<file path="src/verilog/drc_defines.svh">
// Constants for the run-command logic: codes, bit positions, reset values
`ifndef DRC_DEFINES_SVH
`define DRC_DEFINES_SVH
`define DRC_FN_NONE        10'h000
`define DRC_FN_HOLD        10'h006
`define DRC_FN_LINK        10'h018
`define DRC_FN_FWD         10'h062
`define DRC_FN_REV         10'h063
`define DRC_FN_COAST       10'h002
`define DRC_FN_RESET       10'h008
`define DRC_FN_EXTALM      10'h009
`define DRC_NEG_OFFSET     10'h3e8
`define DRC_WORD_FWD_BIT   0
`define DRC_WORD_REV_BIT   1
`define DRC_WORD_COAST_BIT 2
`define DRC_WORD_ARST_BIT  3
`define DRC_WORD_P13_BIT   13
`define DRC_WORD_P14_BIT   14
`define DRC_SRC_KEYPAD     2'h0
`define DRC_STOP_PRIO_A    2'h1
`define DRC_STOP_PRIO_B    2'h3
`define DRC_WORD_RESET     16'h0000
`define DRC_TIMER_RESET    32'h0000_0000
`endif

</file>
<file path="src/verilog/drc_pkg.sv">
// Types shared by the run-command logic
package drc_pkg;
	// Keypad key pulses
	typedef struct packed {
		logic run_key;
		logic stop_key;
		logic jog_active;
	} drc_keys_t;
	// Decoded internal commands
	typedef struct packed {
		logic forward_run_cmd;
		logic backward_run_cmd;
		logic hold;
		logic link;
		logic coast;
		logic alarm_reset;
		logic ext_alarm;
	} drc_cmds_t;
	// Latched run state
	typedef enum logic [1:0] {
		DRC_IDLE = 2'b00,
		DRC_RUN  = 2'b01,
		DRC_DONE = 2'b11
	} drc_state_t;
endpackage : drc_pkg

</file>
<file path="src/verilog/drc_run_command.sv">
// Run-command generator and digital input decoder of the inverter
//
// Operation
// Keypad run latches on, stop clears, except jogging
// Hold terminal latches forward or backward request
// Without hold assignment, follow direction levels directly
// Source zero: keypad run AND terminal direction
// Link word bits 0,1 run; 13,14 programmable
// Terminal function codes choose which word bit
// Link command is OR of bits 13,14
// Both directions on forces internal runs off
// Stop key priority 1 or 3 forces off
// Timer expiry clears run and keypad hold
// Below start or stop frequency: runs off
// Five inputs mapped by code; +1000 inverts
// General commands: negative logic, link replaces terminal
// Terminal-only commands never overridden by link
// Direction decoder rejects negative logic, ignores link
// OR-type commands: link or terminal asserts
// Link-ignoring commands use terminals only
// Link command may come from a general input
// Bits 13,14 on same command are ORed
// One clock; reset clears latches
`timescale 1ns/100ps
`include "drc_defines.svh"
module drc_run_command
	import drc_pkg::*;
#(
	parameter int FREQ_W = 16,
	parameter int TIME_W = 32
) (
	input  wire logic              clk,
	input  wire logic              reset,
	input  wire logic              clk_en,
	input  wire logic [4:0]        terminal_pins,
	input  wire logic [9:0]        input_function [5],
	input  wire logic [9:0]        forward_terminal_function,
	input  wire logic [9:0]        backward_terminal_function,
	input  wire drc_keys_t         keys,
	input  wire logic [1:0]        run_source_select,
	input  wire logic [1:0]        stop_key_priority_select,
	input  wire logic              link_word_we,
	input  wire logic [15:0]       link_word_wdata,
	input  wire logic              timer_enable,
	input  wire logic [TIME_W-1:0] timer_preset,
	input  wire logic [FREQ_W-1:0] reference_frequency,
	input  wire logic [FREQ_W-1:0] start_frequency,
	input  wire logic [FREQ_W-1:0] stop_frequency,
	output logic [15:0]            link_operation_word,
	output logic                   internal_fwd,
	output logic                   internal_rev,
	output logic                   link_operation_cmd,
	output logic                   coast_cmd,
	output logic                   alarm_reset_cmd,
	output logic                   ext_alarm_cmd,
	output logic                   timer_expired
);

	////////////////////////////////////////////////////////////////////////////
	// Pin synchroniser: first stage read only by second
	logic [4:0] pin_s1_q, pin_s2_q, pin_s1_d, pin_s2_d;
	always_comb begin
		pin_s1_d = pin_s1_q;
		pin_s2_d = pin_s2_q;
		if (clk_en) begin
			pin_s1_d = terminal_pins;
			pin_s2_d = pin_s1_q;
		end
	end
	always_ff @(posedge clk) begin
		if (reset) begin
			pin_s1_q <= 5'h00;
			pin_s2_q <= 5'h00;
		end else begin
			pin_s1_q <= pin_s1_d;
			pin_s2_q <= pin_s2_d;
		end
	end

	////////////////////////////////////////////////////////////////////////////
	// Link operation word register
	logic [15:0] word_q, word_d;
	always_comb begin
		word_d = word_q;
		if (clk_en && link_word_we)
			word_d = link_word_wdata;
	end

	////////////////////////////////////////////////////////////////////////////
	// Per-input decode; codes 1000 and up invert the pin
	logic [9:0] base_code [5];
	logic [4:0] neg_sel;
	logic [4:0] act;
	genvar gi;
	generate
		for (gi = 0; gi < 5; gi++) begin : g_in
			assign neg_sel[gi]   = (input_function[gi] >= `DRC_NEG_OFFSET);
			assign base_code[gi] = neg_sel[gi] ? input_function[gi] - `DRC_NEG_OFFSET
			                                   : input_function[gi];
			// Direction codes never take inversion, for safety
			assign act[gi] = (neg_sel[gi] && (base_code[gi] == `DRC_FN_FWD || base_code[gi] == `DRC_FN_REV))
			                 ? 1'b0 : pin_s2_q[gi] ^ neg_sel[gi];
		end
	endgenerate

	// Command gathering: OR of all inputs carrying each code
	function automatic logic any_code(input logic [9:0] code);
		logic r;
		r = 1'b0;
		for (int i = 0; i < 5; i++)
			r = r | (act[i] && base_code[i] == code);
		return r;
	endfunction

	logic hold_assigned;
	always_comb begin
		hold_assigned = 1'b0;
		for (int i = 0; i < 5; i++)
			hold_assigned = hold_assigned | (base_code[i] == `DRC_FN_HOLD);
	end

	drc_cmds_t tc;
	logic      p_fwd, p_rev, le_word, lnk;
	always_comb begin
		tc.forward_run_cmd         = any_code(`DRC_FN_FWD);    // terminals only
		tc.backward_run_cmd         = any_code(`DRC_FN_REV);
		tc.hold        = any_code(`DRC_FN_HOLD);
		tc.link        = any_code(`DRC_FN_LINK);
		tc.coast       = any_code(`DRC_FN_COAST);
		tc.alarm_reset = any_code(`DRC_FN_RESET);
		tc.ext_alarm   = any_code(`DRC_FN_EXTALM);
		// Programmable word bits act as the direction terminals
		p_fwd   = (word_q[`DRC_WORD_P13_BIT] && forward_terminal_function == `DRC_FN_FWD)
		        | (word_q[`DRC_WORD_P14_BIT] && backward_terminal_function == `DRC_FN_FWD);
		p_rev   = (word_q[`DRC_WORD_P13_BIT] && forward_terminal_function == `DRC_FN_REV)
		        | (word_q[`DRC_WORD_P14_BIT] && backward_terminal_function == `DRC_FN_REV);
		le_word = word_q[`DRC_WORD_P13_BIT] | word_q[`DRC_WORD_P14_BIT];
		lnk     = le_word | tc.link;
	end

	////////////////////////////////////////////////////////////////////////////
	// Run generator: source select, latches, blanking
	logic fwd_req, rev_req, hold_en;
	logic key_run_q, key_run_d, fwd_lat_q, fwd_lat_d, rev_lat_q, rev_lat_d;
	logic fwd_q, fwd_d, rev_q, rev_d;
	logic [TIME_W-1:0] tmr_q, tmr_d;
	drc_state_t st_q, st_d;
	logic blank, stop_prio, expire;
	always_comb begin
		// Link replaces terminal direction when active
		fwd_req   = lnk ? (word_q[`DRC_WORD_FWD_BIT] | p_fwd) : tc.forward_run_cmd;
		rev_req   = lnk ? (word_q[`DRC_WORD_REV_BIT] | p_rev) : tc.backward_run_cmd;
		hold_en   = hold_assigned;
		stop_prio = keys.stop_key && (stop_key_priority_select == `DRC_STOP_PRIO_A
		                           || stop_key_priority_select == `DRC_STOP_PRIO_B);
		expire    = timer_enable && st_q == DRC_RUN && tmr_q >= timer_preset;
		key_run_d = key_run_q;
		if (keys.run_key)
			key_run_d = 1'b1;
		else if (keys.stop_key && !keys.jog_active)
			key_run_d = 1'b0;
		if (expire)
			key_run_d = 1'b0;
		// Three-wire latch held until hold drops or the timer expires
		fwd_lat_d = hold_en && tc.hold && (fwd_lat_q | fwd_req);
		rev_lat_d = hold_en && tc.hold && (rev_lat_q | rev_req);
		fwd_d = hold_en ? fwd_lat_d : fwd_req;
		rev_d = hold_en ? rev_lat_d : rev_req;
		if (run_source_select == `DRC_SRC_KEYPAD && !lnk) begin
			fwd_d = key_run_d && fwd_d;
			rev_d = key_run_d && rev_d;
		end
		blank = (fwd_d && rev_d)
		      || stop_prio
		      || expire || st_q == DRC_DONE
		      || reference_frequency < start_frequency
		      || reference_frequency < stop_frequency;
		if (blank) begin
			fwd_d = 1'b0;
			rev_d = 1'b0;
		end
		if (expire) begin
			fwd_lat_d = 1'b0;
			rev_lat_d = 1'b0;
		end
		// Timer: starts on any run request, done until requests drop
		st_d  = st_q;
		tmr_d = tmr_q;
		case (st_q)
			DRC_IDLE: begin
				tmr_d = TIME_W'(`DRC_TIMER_RESET);
				if (timer_enable && (fwd_req || rev_req || key_run_q))
					st_d = DRC_RUN;
			end
			DRC_RUN: begin
				tmr_d = tmr_q + 1'b1;
				if (!timer_enable)
					st_d = DRC_IDLE;
				else if (expire)
					st_d = DRC_DONE;
			end
			DRC_DONE: begin
				if (!(fwd_req || rev_req || keys.run_key))
					st_d = DRC_IDLE;
			end
			default: st_d = DRC_IDLE;
		endcase
		if (!clk_en) begin
			key_run_d = key_run_q;
			fwd_lat_d = fwd_lat_q;
			rev_lat_d = rev_lat_q;
			fwd_d     = fwd_q;
			rev_d     = rev_q;
			st_d      = st_q;
			tmr_d     = tmr_q;
		end
	end

	// Output commands: general ones switched by link, alarm reset ORed with the word, external alarm terminal-only
	logic le_q, le_d, coast_q, coast_d, arst_q, arst_d, ealm_q, ealm_d;
	logic texp_q, texp_d;
	always_comb begin
		le_d    = clk_en ? lnk : le_q;
		coast_d = clk_en ? (lnk ? word_q[`DRC_WORD_COAST_BIT] : tc.coast) : coast_q;
		arst_d  = clk_en ? (word_q[`DRC_WORD_ARST_BIT] | tc.alarm_reset) : arst_q;
		ealm_d  = clk_en ? tc.ext_alarm : ealm_q;
		texp_d  = (st_d == DRC_DONE); // Registered so the flag leaves a flop; st_d already frozen
	end

	////////////////////////////////////////////////////////////////////////////
	// State registers; reset clears every latch
	always_ff @(posedge clk) begin
		if (reset) begin
			word_q    <= `DRC_WORD_RESET;
			key_run_q <= 1'b0;
			fwd_lat_q <= 1'b0;
			rev_lat_q <= 1'b0;
			fwd_q     <= 1'b0;
			rev_q     <= 1'b0;
			st_q      <= DRC_IDLE;
			tmr_q     <= TIME_W'(`DRC_TIMER_RESET);
			le_q      <= 1'b0;
			coast_q   <= 1'b0;
			arst_q    <= 1'b0;
			ealm_q    <= 1'b0;
			texp_q    <= 1'b0;
		end else begin
			word_q    <= word_d;
			key_run_q <= key_run_d;
			fwd_lat_q <= fwd_lat_d;
			rev_lat_q <= rev_lat_d;
			fwd_q     <= fwd_d;
			rev_q     <= rev_d;
			st_q      <= st_d;
			tmr_q     <= tmr_d;
			le_q      <= le_d;
			coast_q   <= coast_d;
			arst_q    <= arst_d;
			ealm_q    <= ealm_d;
			texp_q    <= texp_d;
		end
	end

	assign link_operation_word = word_q;
	assign internal_fwd        = fwd_q;
	assign internal_rev        = rev_q;
	assign link_operation_cmd  = le_q;
	assign coast_cmd           = coast_q;
	assign alarm_reset_cmd     = arst_q;
	assign ext_alarm_cmd       = ealm_q;
	assign timer_expired       = texp_q;

	////////////////////////////////////////////////////////////////////////////
	// Checks
	a_never_both: assert property (@(posedge clk) disable iff (reset) !(fwd_q && rev_q))
		else $error("both internal runs on");
	a_stop_blank: assert property (@(posedge clk) disable iff (reset)
		(clk_en && stop_prio) |=> !fwd_q && !rev_q)
		else $error("stop key did not blank runs");
	a_freq_gate: assert property (@(posedge clk) disable iff (reset)
		(clk_en && reference_frequency < start_frequency) |=> !fwd_q && !rev_q)
		else $error("run below start frequency");
	a_link_or: assert property (@(posedge clk) disable iff (reset)
		(clk_en && (word_q[`DRC_WORD_P13_BIT] || word_q[`DRC_WORD_P14_BIT])) |=> le_q)
		else $error("link command missing");
	a_key_latch: assert property (@(posedge clk) disable iff (reset)
		(clk_en && keys.run_key) |=> key_run_q)
		else $error("run key not latched");
	a_key_clear: assert property (@(posedge clk) disable iff (reset)
		(clk_en && keys.stop_key && !keys.run_key && !keys.jog_active) |=> !key_run_q)
		else $error("stop key did not clear");
	a_timer_cut: assert property (@(posedge clk) disable iff (reset)
		(clk_en && expire) |=> !fwd_q && !rev_q && !key_run_q && timer_expired)
		else $error("timer did not cut run");
	a_ext_term: assert property (@(posedge clk) disable iff (reset)
		(clk_en && !tc.ext_alarm) |=> !ealm_q)
		else $error("terminal-only command from link");
	a_two_wire: assert property (@(posedge clk) disable iff (reset)
		(clk_en && !hold_assigned && !blank && run_source_select != `DRC_SRC_KEYPAD && !lnk && tc.forward_run_cmd)
		|=> fwd_q)
		else $error("two-wire forward not followed");
	c_fwd_run:   cover property (@(posedge clk) fwd_q);
	c_rev_run:   cover property (@(posedge clk) rev_q);
	c_timer_hit: cover property (@(posedge clk) expire);
	c_link_mode: cover property (@(posedge clk) le_q && fwd_q);
endmodule : drc_run_command

</file>
<file path="config.mk">
export PLATFORM = sky130hd
export DESIGN_NAME = drc_run_command
export DESIGN_NICKNAME = d
export VERILOG_FILES = /design/src/verilog/drc_pkg.sv /design/src/verilog/drc_run_command.sv
export VERILOG_INCLUDE_DIRS = /design/src /design/src/verilog
export SDC_FILE = /design/constraint.sdc
export NUM_CORES = 1
export LEC_CHECK = 0
export BUFFER_PORTS_ARGS = -buffer_cell sky130_fd_sc_hd__buf_4
export CELL_PAD_IN_SITES_DETAIL_PLACEMENT = 2
export CELL_PAD_IN_SITES_GLOBAL_PLACEMENT = 2
export CORE_UTILIZATION = 31
export CTS_BUF_LIST = sky130_fd_sc_hd__clkbuf_4
export DETAILED_ROUTE_END_ITERATION = 7
export PLACE_DENSITY = 0.95
export SYNTH_ARGS = -nofsm -noshare
export SYNTH_HDL_FRONTEND = slang
export SYNTH_SLANG_ARGS = --single-unit
</file>
<file path="constraint.sdc">
create_clock -name clk -period 5.4 [get_ports clk]
set_input_delay 0.27 -clock clk [delete_from_list [all_inputs] [get_ports clk]]
set_output_delay 0.27 -clock clk [all_outputs]
set_load 0.1 [all_outputs]
</file>
==> results of run 1 <==
==> per-stage QoR <==
step                      area, um^2   util  setup slack (ps)
after CTS                       7710  0.423              2650
after floorplan                 5840      -              3170
after global placement          7580  0.416              2650
final                           7710  0.423              2630
after global routing            7710  0.423              2380
after detailed placement        7580  0.416              2440
==> cell usage in the layout (no fill, tap or decap), types with 11 or more instances in the layout <==
master and instances:
nand2b_1 12, xor2_1 21, dfxtp_1 70, o21ai_0 25
nor2_1 76, buf_4 205, nor3_1 19, ha_1 68
nand2_1 76, inv_1 85, a21oi_1 50, a21o_1 18
nand4_1 27, mux2i_1 14, nand3_1 23, clkbuf_4 11
==> Yosys cell counts, types with 4 or more instances <==
cell type and n:
or3_1 10, nand3_1 23, clkbuf_1 12, inv_1 85, a21o_1 18, nor3_1 19
o211ai_1 8, a211oi_1 8, a221o_1 5, nand2_1 76, a31oi_1 6, nor2b_1 9
nor4_1 10, and2_1 6, xor2_1 21, and4_1 5, xnor2_1 6, and3_1 9
nor4b_1 4, o21ai_0 25, nand4_1 27, mux2i_1 14, nand2b_1 12, ha_1 68
or4_1 4, o22ai_1 6, dfxtp_1 70, nor2_1 76, o21ai_1 4, a21oi_1 50
==> kinds of logic after synthesis <==
logic type	share of synthesized area
XOR/XNOR	0.0405
buffers and inverters	0.0705
AO/OA/AOI/OAI	0.189
adder cells (fa/ha/maj)	0.146
multiplexers	0.0266
AND/OR/NAND/NOR	0.287
flip-flops	0.240
==> registers in the layout, indices dropped and copies added (netlist names) <==
signal / cells
link_operation_cmd: 1
tmr_q: 32
pin_s2_q: 5
link_operation_word: 16
key_run_q: 1
ext_alarm_cmd: 1
internal_fwd: 1
st_q: 2
timer_expired: 1
fwd_lat_q: 1
rev_lat_q: 1
internal_rev: 1
pin_s1_q: 5
coast_cmd: 1
alarm_reset_cmd: 1
==> worst min-delay path by stage <==
| stage | to | slack (ps) | cells after the start |
|---|---|---|---|
| floorplan | link_operation_word[0]$_SDFFE_PP0P_ | 410 | 2 |
| global placement | link_operation_word[15]$_SDFFE_PP0P_ | 440 | 2 |
| detailed placement | link_operation_word[9]$_SDFFE_PP0P_ | 460 | 2 |
| CTS | link_operation_word[8]$_SDFFE_PP0P_ | 30 | 3 |
| global route | link_operation_word[8]$_SDFFE_PP0P_ | 50 | 3 |
| finish | link_operation_word[9]$_SDFFE_PP0P_ | 60 | 3 |
==> layer usage <==
| metal | up-vias | global-route usage |
|---|---|---|
| met3 | 39 | 0.0289 |
| met5 | - | 0 |
| met2 | 163 | 0.454 |
| li1 | 3128 | - |
| met4 | 0 | 0.0901 |
| met1 | 3151 | 0.260 |
==> worst reg2reg max path: stages (launching register included) <==
cell,delay (ps)
dfxtp_1,470
ha_1,300
a21oi_1,160
o21ai_0,110
a221o_1,350
a211oi_1,410
o21ai_1,310
a21oi_2,180
nand3_1,120
o31ai_1,270
==> where the power goes <==
part           internal [mW]  total (mW)  switching [mW]
clock network          0.148       0.350           0.202
logic                  0.161       0.366           0.205
registers              0.528       0.539          0.0108
==> layout make-up <==
class                   instances  area [um^2]  share of cell area
inverters                      86          323              0.0419
clock inverters                 5         50.0             0.00649
flip-flops and latches         70         1400               0.182
well taps                     229          287              0.0372
multi-input cells             590         4030               0.522
clock buffers                  11         82.6              0.0107
repair buffers                205         1540               0.200
==> impl_metrics.yaml, run 1 <==
drt:
  route.detailed.drc: 9
  wl_met2_um: 11900
  wl_um: 22400
  vias: 6481
  viasPerCell: 5.42
  dr.max_layer_used: "met4"
  wl_per_cell_um: 18.7
  drt-met1-wl_um: 9220
  final_antenna_net_count: 0
  drt-initial-drc-count: 183
  first_pass_iters: 7
  wl_met3_um: 705
layout:
  drive_gt1_frac: 0.251
  diodes: 0
  area_growth_pct: 32.1
  stdcell_count: 1196
  nNetsFinal: 1213
  nFillCells: 2145
worst_setup_path:
  critPathMaxFanout: 6
  cp.required_ps: 5750
  worstSetupEndpointType: "flip-flop"
  r2r-end: "internal_fwd$_SDFFE_PP0P_"
  crit_slowest_cell: "dfxtp_1"
  cpPeakStageDelay_ps: 470
  cp-endpoint: "internal_fwd$_SDFFE_PP0P_"
  startpoint: "tmr_q[5]$_SDFFE_PP0P_"
  crit_cells: 9
  critPathArrivalTime_ps: 3120
  crit_type: "flip-flop to flip-flop"
  regToRegSetupSlack_ps: 2630
  crit_buf_inv: 0
  rr_startpoint: "tmr_q[5]$_SDFFE_PP0P_"
  startpoint_type: "flip-flop"
  cp_top_family: "compound AO/OA/AOI/OAI gates"
  ff2ff_path_depth: 9
  path_cells: "ha_1, a21oi_1, o21ai_0, a221o_1, a211oi_1, o21ai_1, a21oi_2, nand3_1, o31ai_1"
pwr:
  leakage_nw: 3.69
  p_per_area_mw_per_mm2: 163
  power_mw: 1.26
  peakVddDrop_mv: 0.0763
clock_tree:
  clkSinkCount: 70
  hold_buffers: 0
  clk_pin_slew_ps: 120
  numCtsBuffers: 9
  cts_tree: "done"
  clock_path_buffers: 2
  ctsRootBufferMaster: "clkbuf_4"
  h-tree-depth: 3
  cts_resized: 0
  postCtsSetupBuffers: 0
  clk_latency_ps: 450
synth:
  synth_edf_count: 0
  synth_warnings: 0
  synth_ff_type: "dfxtp_1"
  synth_cell_type_count: 79
  synth.top_cells.by_area: "dfxtp_1 (24%), ha_1 (15%), inv_1 (5.5%), nand2_1 (4.9%), nor2_1 (4.9%)"
  synth_nets: 1016
  async_flop_share: 0
  syn_inst: 765
  synth_top_area_cell: "dfxtp_1"
  syn_area_mm2: 0.00584
  seq_area_frac_synth: 0.240
  ys_ff_latch: 70
  netlist.area_leader.share: 0.240
  avgSynthCellArea_um2: 7.63
die:
  start_util: 0.321
  die-width_um: 139
  die_area_mm2: 0.0194
  rows: 49
  io_pins: 206
  coreArea_mm2: 0.0182
  die_h_um: 139
sta:
  finalSetupTns_ps: 0
  rsz0062_at_grt: "no"
  fin_crit_ps: 2770
  maxSlewViolCount: 0
  hold_violations: 0
  worst_hold_slack_ps: 62.7
  worst_pin_slew_ps: 677
  max_freq_mhz: 361
  fin_crit_sh: 0.513
  skew_ps: 16.4
  setup_viol: 0
  relSlewSlack: 0.548
global_route:
  overflow: 0
  grt_pass1_vias: 7273
  grt_pass1_wl_um: 36500
  grt_max_degree: 40
  grt_usage: 0.235
  antenna_found_initial: 0
status:
  violations: "DRC"
  status: "complete, but fails checks"
place:
  gp_congestion: 0.869
  placed_cells: 1180
  port-buffer-count: 204
  place_hpwl_um: 18800
min_path:
  holdCritStartpoint: "link_word_wdata[9]"
  hold_class: "input pin to flip-flop"
flow_run:
  drv_cap: 0
(Power assumes the default switching activity.)
==> inputs of run 2 (changes only) <==
ABC_AREA = 1   (was not set)
CORE_UTILIZATION = 24   (was 31)
PLACE_DENSITY = 0.84   (was 0.95)
clock period = 2.2 ns   (was 5.4 ns; I/O delays follow)
==> impl_metrics.yaml, run 2 <==
status:
  status: "complete, but fails checks"
  violations: "setup timing"
layout:
  final_common_cell: "buf_4"
  area_growth_pct: 50.0
  largest_register: "tmr_q"
  final_core_util: 0.369
  largest_reg_flops: 32
  drive_gt1_frac: 0.302
  nFillCells: 3085
  multi_input_area_mm2: 0.00433
  final-seq-area_mm2: 0.00143
  final_cell_mix: "buf_4 (272), inv_1 (179), nand2_1 (162)"
  nNetsFinal: 1552
clock_tree:
  ctsRootBufferMaster: "clkbuf_4"
  clk_pin_slew_ps: 120
  h-tree-depth: 3
  numCtsBuffers: 9
  clock_path_buffers: 2
  clk_latency_ps: 440
  cts_tree: "done"
  clkSinkCount: 70
place:
  place_hpwl_um: 20900
  gp_congestion: 0.808
  port-buffer-count: 204
synth:
  seq_area_frac_synth: 0.225
  syn_inst: 1002
  yosysMostFrequentCell: "inv_1"
  ys_ff_latch: 70
  avgSynthCellArea_um2: 6.22
  synth.top_cells.by_area: "dfxtp_1 (22%), ha_1 (14%), inv_1 (11%), nand2_1 (10%), nor2_1 (8.3%)"
  netlist.area_leader.share: 0.225
  synth_ff_type: "dfxtp_1"
  synth_top_area_cell: "dfxtp_1"
  syn_area_mm2: 0.00623
  async_flop_share: 0
  yosys-top-cells-count: "inv_1 (183), nand2_1 (172), nor2_1 (138), nand3_1 (79), a21oi_1 (72)"
  synth_warnings: 0
  synth_edf_count: 0
  synth_cell_type_count: 46
  synth_nets: 1253
min_path:
  holdCritStartpoint: "input_function[10]"
  hold_class: "input pin to flip-flop"
die:
  die-width_um: 163
  start_util: 0.246
  die_h_um: 163
  rows: 58
  die_area_mm2: 0.0266
  coreArea_mm2: 0.0253
  io_pins: 206
worst_setup_path:
  startpoint_type: "flip-flop"
  cpPeakStageDelay_ps: 430
  startpoint: "tmr_q[3]$_SDFFE_PP0P_"
  rr_startpoint: "tmr_q[3]$_SDFFE_PP0P_"
  cp.required_ps: 2580
  crit_buf_inv: 1
  critPathArrivalTime_ps: 2760
  worstSetupEndpointType: "flip-flop"
  path_cells: "ha_1, a21oi_1, o21ai_0, a21oi_1, o21ai_1, nand2_1, nand4_1, nand2_2, nand2_2, nand2_2, inv_2, a21oi_1, nand4_1, a21oi_2"
  critPathMaxFanout: 4
  crit_slowest_cell: "dfxtp_1"
  cp_top_family: "compound AO/OA/AOI/OAI gates"
  crit_type: "flip-flop to flip-flop"
sta:
  max_freq_mhz: 420
  worst_pin_slew_ps: 460
  fin_crit_sh: 1.08
  maxSlewViolCount: 0
  fin_crit_ps: 2380
  hold_violations: 0
  setup_viol: 14
  layout_setup_ws_ps: -179
  relSlewSlack: 0.691
  skew_ps: 22.4
  worst_hold_slack_ps: 78.7
  rsz0062_at_grt: "yes"
flow_run:
  drv_cap: 0
pwr:
  peakVddDrop_mv: 0.152
  power_mw: 3.37
  p_per_area_mw_per_mm2: 360
  leakage_nw: 4.79
global_route:
  grt_pass1_wl_um: 41800
  antenna_found_initial: 3
  overflow: 0
  grt_pass1_vias: 8662
  grt_max_degree: 31
  grt_usage: 0.197
drt:
  wl_per_cell_um: 16.6
  wl_um: 27300
  first_pass_iters: 4
  route.detailed.drc: 0
  drt-initial-drc-count: 175
  vias: 7830
  final_antenna_net_count: 0
  viasPerCell: 4.78
-- run 2: cell count changes in the layout (fill, tap and decap cells not counted), moves of 20 or more --
| cell | delta |
|---|---|
| nand2_2 | +20 |
| buf_4 | +67 |
| nor2_1 | +57 |
| nand3_1 | +52 |
| nand2_1 | +86 |
| o21ai_0 | +32 |
| dlygate4sd3_1 | +22 |
| inv_1 | +94 |
-- run 2: kinds of logic (layout without fill, tap and decap cells) --
group	count (synthesis)	in the layout	synth area share
compound gates	157	157	0.136
xor+xnor	4	4	0.00683
fa+ha+maj	68	68	0.137
buf+inv	201	505	0.121
flops	70	70	0.225
other cells	0	3	0
simple gates	502	502	0.374
-- run 2: tightest hold or removal path: stages --
cell,delay [ps]
buf_4,120
a31oi_1,80
a21oi_1,150
-- run 2: what timing repair did --
action	in CTS	in global routing
hold buffers	22	0
endpoints found under the hold margin	29	0
gates resized for setup	31	48
pin swaps	11	20
buffers inserted	14	11
endpoints found under the setup margin	10	22
-- run 2: layout make-up --
type                            count  area share
Multi-Input combinational cell    731       0.463
Timing Repair Buffer              300       0.249
Sequential cell                    70       0.153
Inverter                          189      0.0762
Tap cell                          330      0.0442
Clock buffer                       11     0.00884
Clock inverter                      5     0.00535
Antenna cell                        3    0.000803
-- run 2: where the power goes --
group / switching [mW] / internal, mW
logic: 0.676 / 0.484
clock network: 0.508 / 0.364
registers: 0.0325 / 1.30
total: 1.22 / 2.15
-- run 2: stage by stage --
stage,TNS (ps),area [um^2],setup slack (ps),instances
floorplan,0,6230,87.9,1002
global placement,-140,8500,-59.4,1574
detailed placement,-721,8500,-121,1574
CTS,-46.9,9070,-37.6,1626
global route,-4730,9350,-412,1639
finish,-1370,9350,-179,1639
-- run 2: per-layer routing --
metal	up-vias	share of wire	global-route usage
li1	3879	-	-
met1	3752	0.41	0.215
met3	43	0.043	0.0383
met4	0	0.024	0.0590
met2	156	0.52	0.378
met5	-	0	0
-- run 2: path summary, 6_finish.rpt --
path | end | slack, ps | cells past startpoint
hold reg to reg | fwd_lat_q$_SDFFE_PP0P_ | 480 | 2
hold / removal | ext_alarm_cmd$_SDFFE_PP0P_ | 80 | 3
setup / recovery | internal_fwd$_SDFFE_PP0P_ | -180 | 14
setup reg to reg | internal_fwd$_SDFFE_PP0P_ | -180 | 14
==> inputs of run 3 (changes only) <==
CTS_BUF_LIST = sky130_fd_sc_hd__clkbuf_16   (was sky130_fd_sc_hd__clkbuf_4)
==> impl_metrics.yaml, run 3 (same netlist as run 2, synthesis figures left out) <==
status:
  status: "complete, but fails checks"
  violations: "setup timing"
die:
  die-width_um: 163
  start_util: 0.246
  io_pins: 206
  rows: 58
  die_area_mm2: 0.0266
  coreArea_mm2: 0.0253
  die_h_um: 163
drt:
  viasPerCell: 4.79
  first_pass_iters: 4
  route.detailed.drc: 0
  wl_um: 27200
  drt-initial-drc-count: 194
  wl_per_cell_um: 16.8
  final_antenna_net_count: 0
  vias: 7760
clock_tree:
  cts_tree: "done"
  clk_pin_slew_ps: 70
  numCtsBuffers: 9
  hold_buffers: 0
  ctsRootBufferMaster: "clkbuf_16"
  clock_path_buffers: 2
  clkSinkCount: 70
  clk_latency_ps: 350
  h-tree-depth: 3
global_route:
  grt_usage: 0.196
  grt_pass1_wl_um: 41700
  grt_pass1_vias: 8602
  overflow: 0
  grt_max_degree: 31
  antenna_found_initial: 1
place:
  place_hpwl_um: 20900
  port-buffer-count: 204
  gp_congestion: 0.808
  pre_cts_slack_ps: -121
pwr:
  peakVddDrop_mv: 0.363
  pwr-share-comb: 0.286
  swShare: 0.330
  p_per_area_mw_per_mm2: 423
  leakage_nw: 4.79
  p_switching_mw: 1.30
  internal_power_mw: 2.63
  power_frac_clock: 0.372
  p_seq_frac: 0.342
worst_setup_path:
  crit_type: "flip-flop to flip-flop"
  worstSetupEndpointType: "flip-flop"
  critPathArrivalTime_ps: 2630
  cp.required_ps: 2470
  critPathMaxFanout: 4
  startpoint_type: "flip-flop"
  rr_startpoint: "tmr_q[1]$_SDFFE_PP0P_"
  startpoint: "tmr_q[1]$_SDFFE_PP0P_"
sta:
  layout_setup_ws_ps: -167
  worst_pin_slew_ps: 451
  max_freq_mhz: 422
  hold_violations: 0
  worst_hold_slack_ps: 1.10
  relSlewSlack: 0.699
  finalSetupTns_ps: -860
  rsz0062_at_grt: "yes"
  setup_viol: 13
  skew_ps: 13.2
  fin_crit_ps: 2370
  fin_crit_sh: 1.08
  maxSlewViolCount: 0
flow_run:
  drv_cap: 0
layout:
  final_common_cell: "buf_4"
  largest_reg_flops: 32
  largest_register: "tmr_q"
  area_growth_pct: 49.0
  final_cell_mix: "buf_4 (278), inv_1 (179), nand2_1 (163)"
  drive_gt1_frac: 0.308
  nFillCells: 3081
  nNetsFinal: 1535
min_path:
  holdCritStartpoint: "terminal_pins[0]"
  hold_class: "input pin to flip-flop"
## run 3: cell types whose count changed in the layout (fill, tap and decap cells not counted), moves of 2 or more
cell           before  now
dfxtp_1            58   60
dfxtp_4             4    1
nor2_4             11    8
dlygate4sd3_1      22    0
diode_2             3    1
clkbuf_16           0    9
nor2_2             10   13
inv_2               8   10
clkbuf_4           11    0
buf_4             272  278
## run 3: final timing paths
kind                            cells after the start                         to  slack, ps
worst max-delay path                               15     tmr_q[27]$_SDFFE_PP0P_       -170
worst min-delay path                                3   pin_s1_q[0]$_SDFFE_PP0P_          1
worst max register to register                     15     tmr_q[27]$_SDFFE_PP0P_       -170
worst min register to register                      2  internal_rev$_SDFFE_PP0P_        470
## run 3: worst max-delay path, stage by stage, from the launching register on
cell	delay, ps
dfxtp_4	370
buf_6	90
nand3_2	70
nor2_1	100
nand2_1	90
nor2_2	160
nand2_2	110
buf_4	150
buf_6	120
nor3_4	190
inv_2	80
nor3_4	220
nand2_2	130
nor2_2	170
o21ai_1	90
a21oi_1	130
## run 3: per-layer routing
metal,global-route usage,vias up,wire length (um)
met1,0.217,3732,11200
li1,-,3837,-
met3,0.0320,31,1040
met4,0.0556,0,481
met5,0,-,0
met2,0.379,160,14400
## run 3: stage by stage
| stage | utilization | cells | area [um^2] | total power, mW |
|---|---|---|---|---|
| 4_1_cts | 0.357 | 1609 | 9030 | 3.92 |
| 5_1_grt | 0.367 | 1620 | 9280 | 4.12 |
| 3_3_place_gp | 0.336 | 1574 | 8500 | 2.41 |
| 2_1_floorplan | - | 1002 | 6230 | 1.95 |
| 6_report | 0.367 | 1620 | 9280 | 3.93 |
| 3_5_place_dp | 0.336 | 1574 | 8500 | 2.47 |
## run 3: area by class of cell
type	count	area, um^2	area share
Tap cell	330	413	0.0445
Inverter	189	712	0.0767
Multi-Input combinational cell	731	4310	0.465
Timing Repair Buffer	283	2140	0.231
Clock buffer	9	225	0.0243
Sequential cell	70	1420	0.153
Clock inverter	7	57.6	0.00620
Antenna cell	1	2.50	0.000270
## run 3: repair_timing
item | CTS | global route
resized for setup | 29 | 44
endpoints found under the hold margin | 0 | 0
endpoints found under the setup margin | 10 | 21
pin swaps | 16 | 27
buffers inserted | 19 | 12
cloned | 0 | 0
## run 3: power groups by stage
stage	Clock, mW	Sequential [mW]	Combinational [mW]
3_3_place_gp	0	1.37	1.05
4_1_cts	1.46	1.34	1.12
6_report	1.46	1.34	1.12
5_1_grt	1.53	1.34	1.24
2_1_floorplan	0	1.53	0.423
3_5_place_dp	0	1.37	1.10
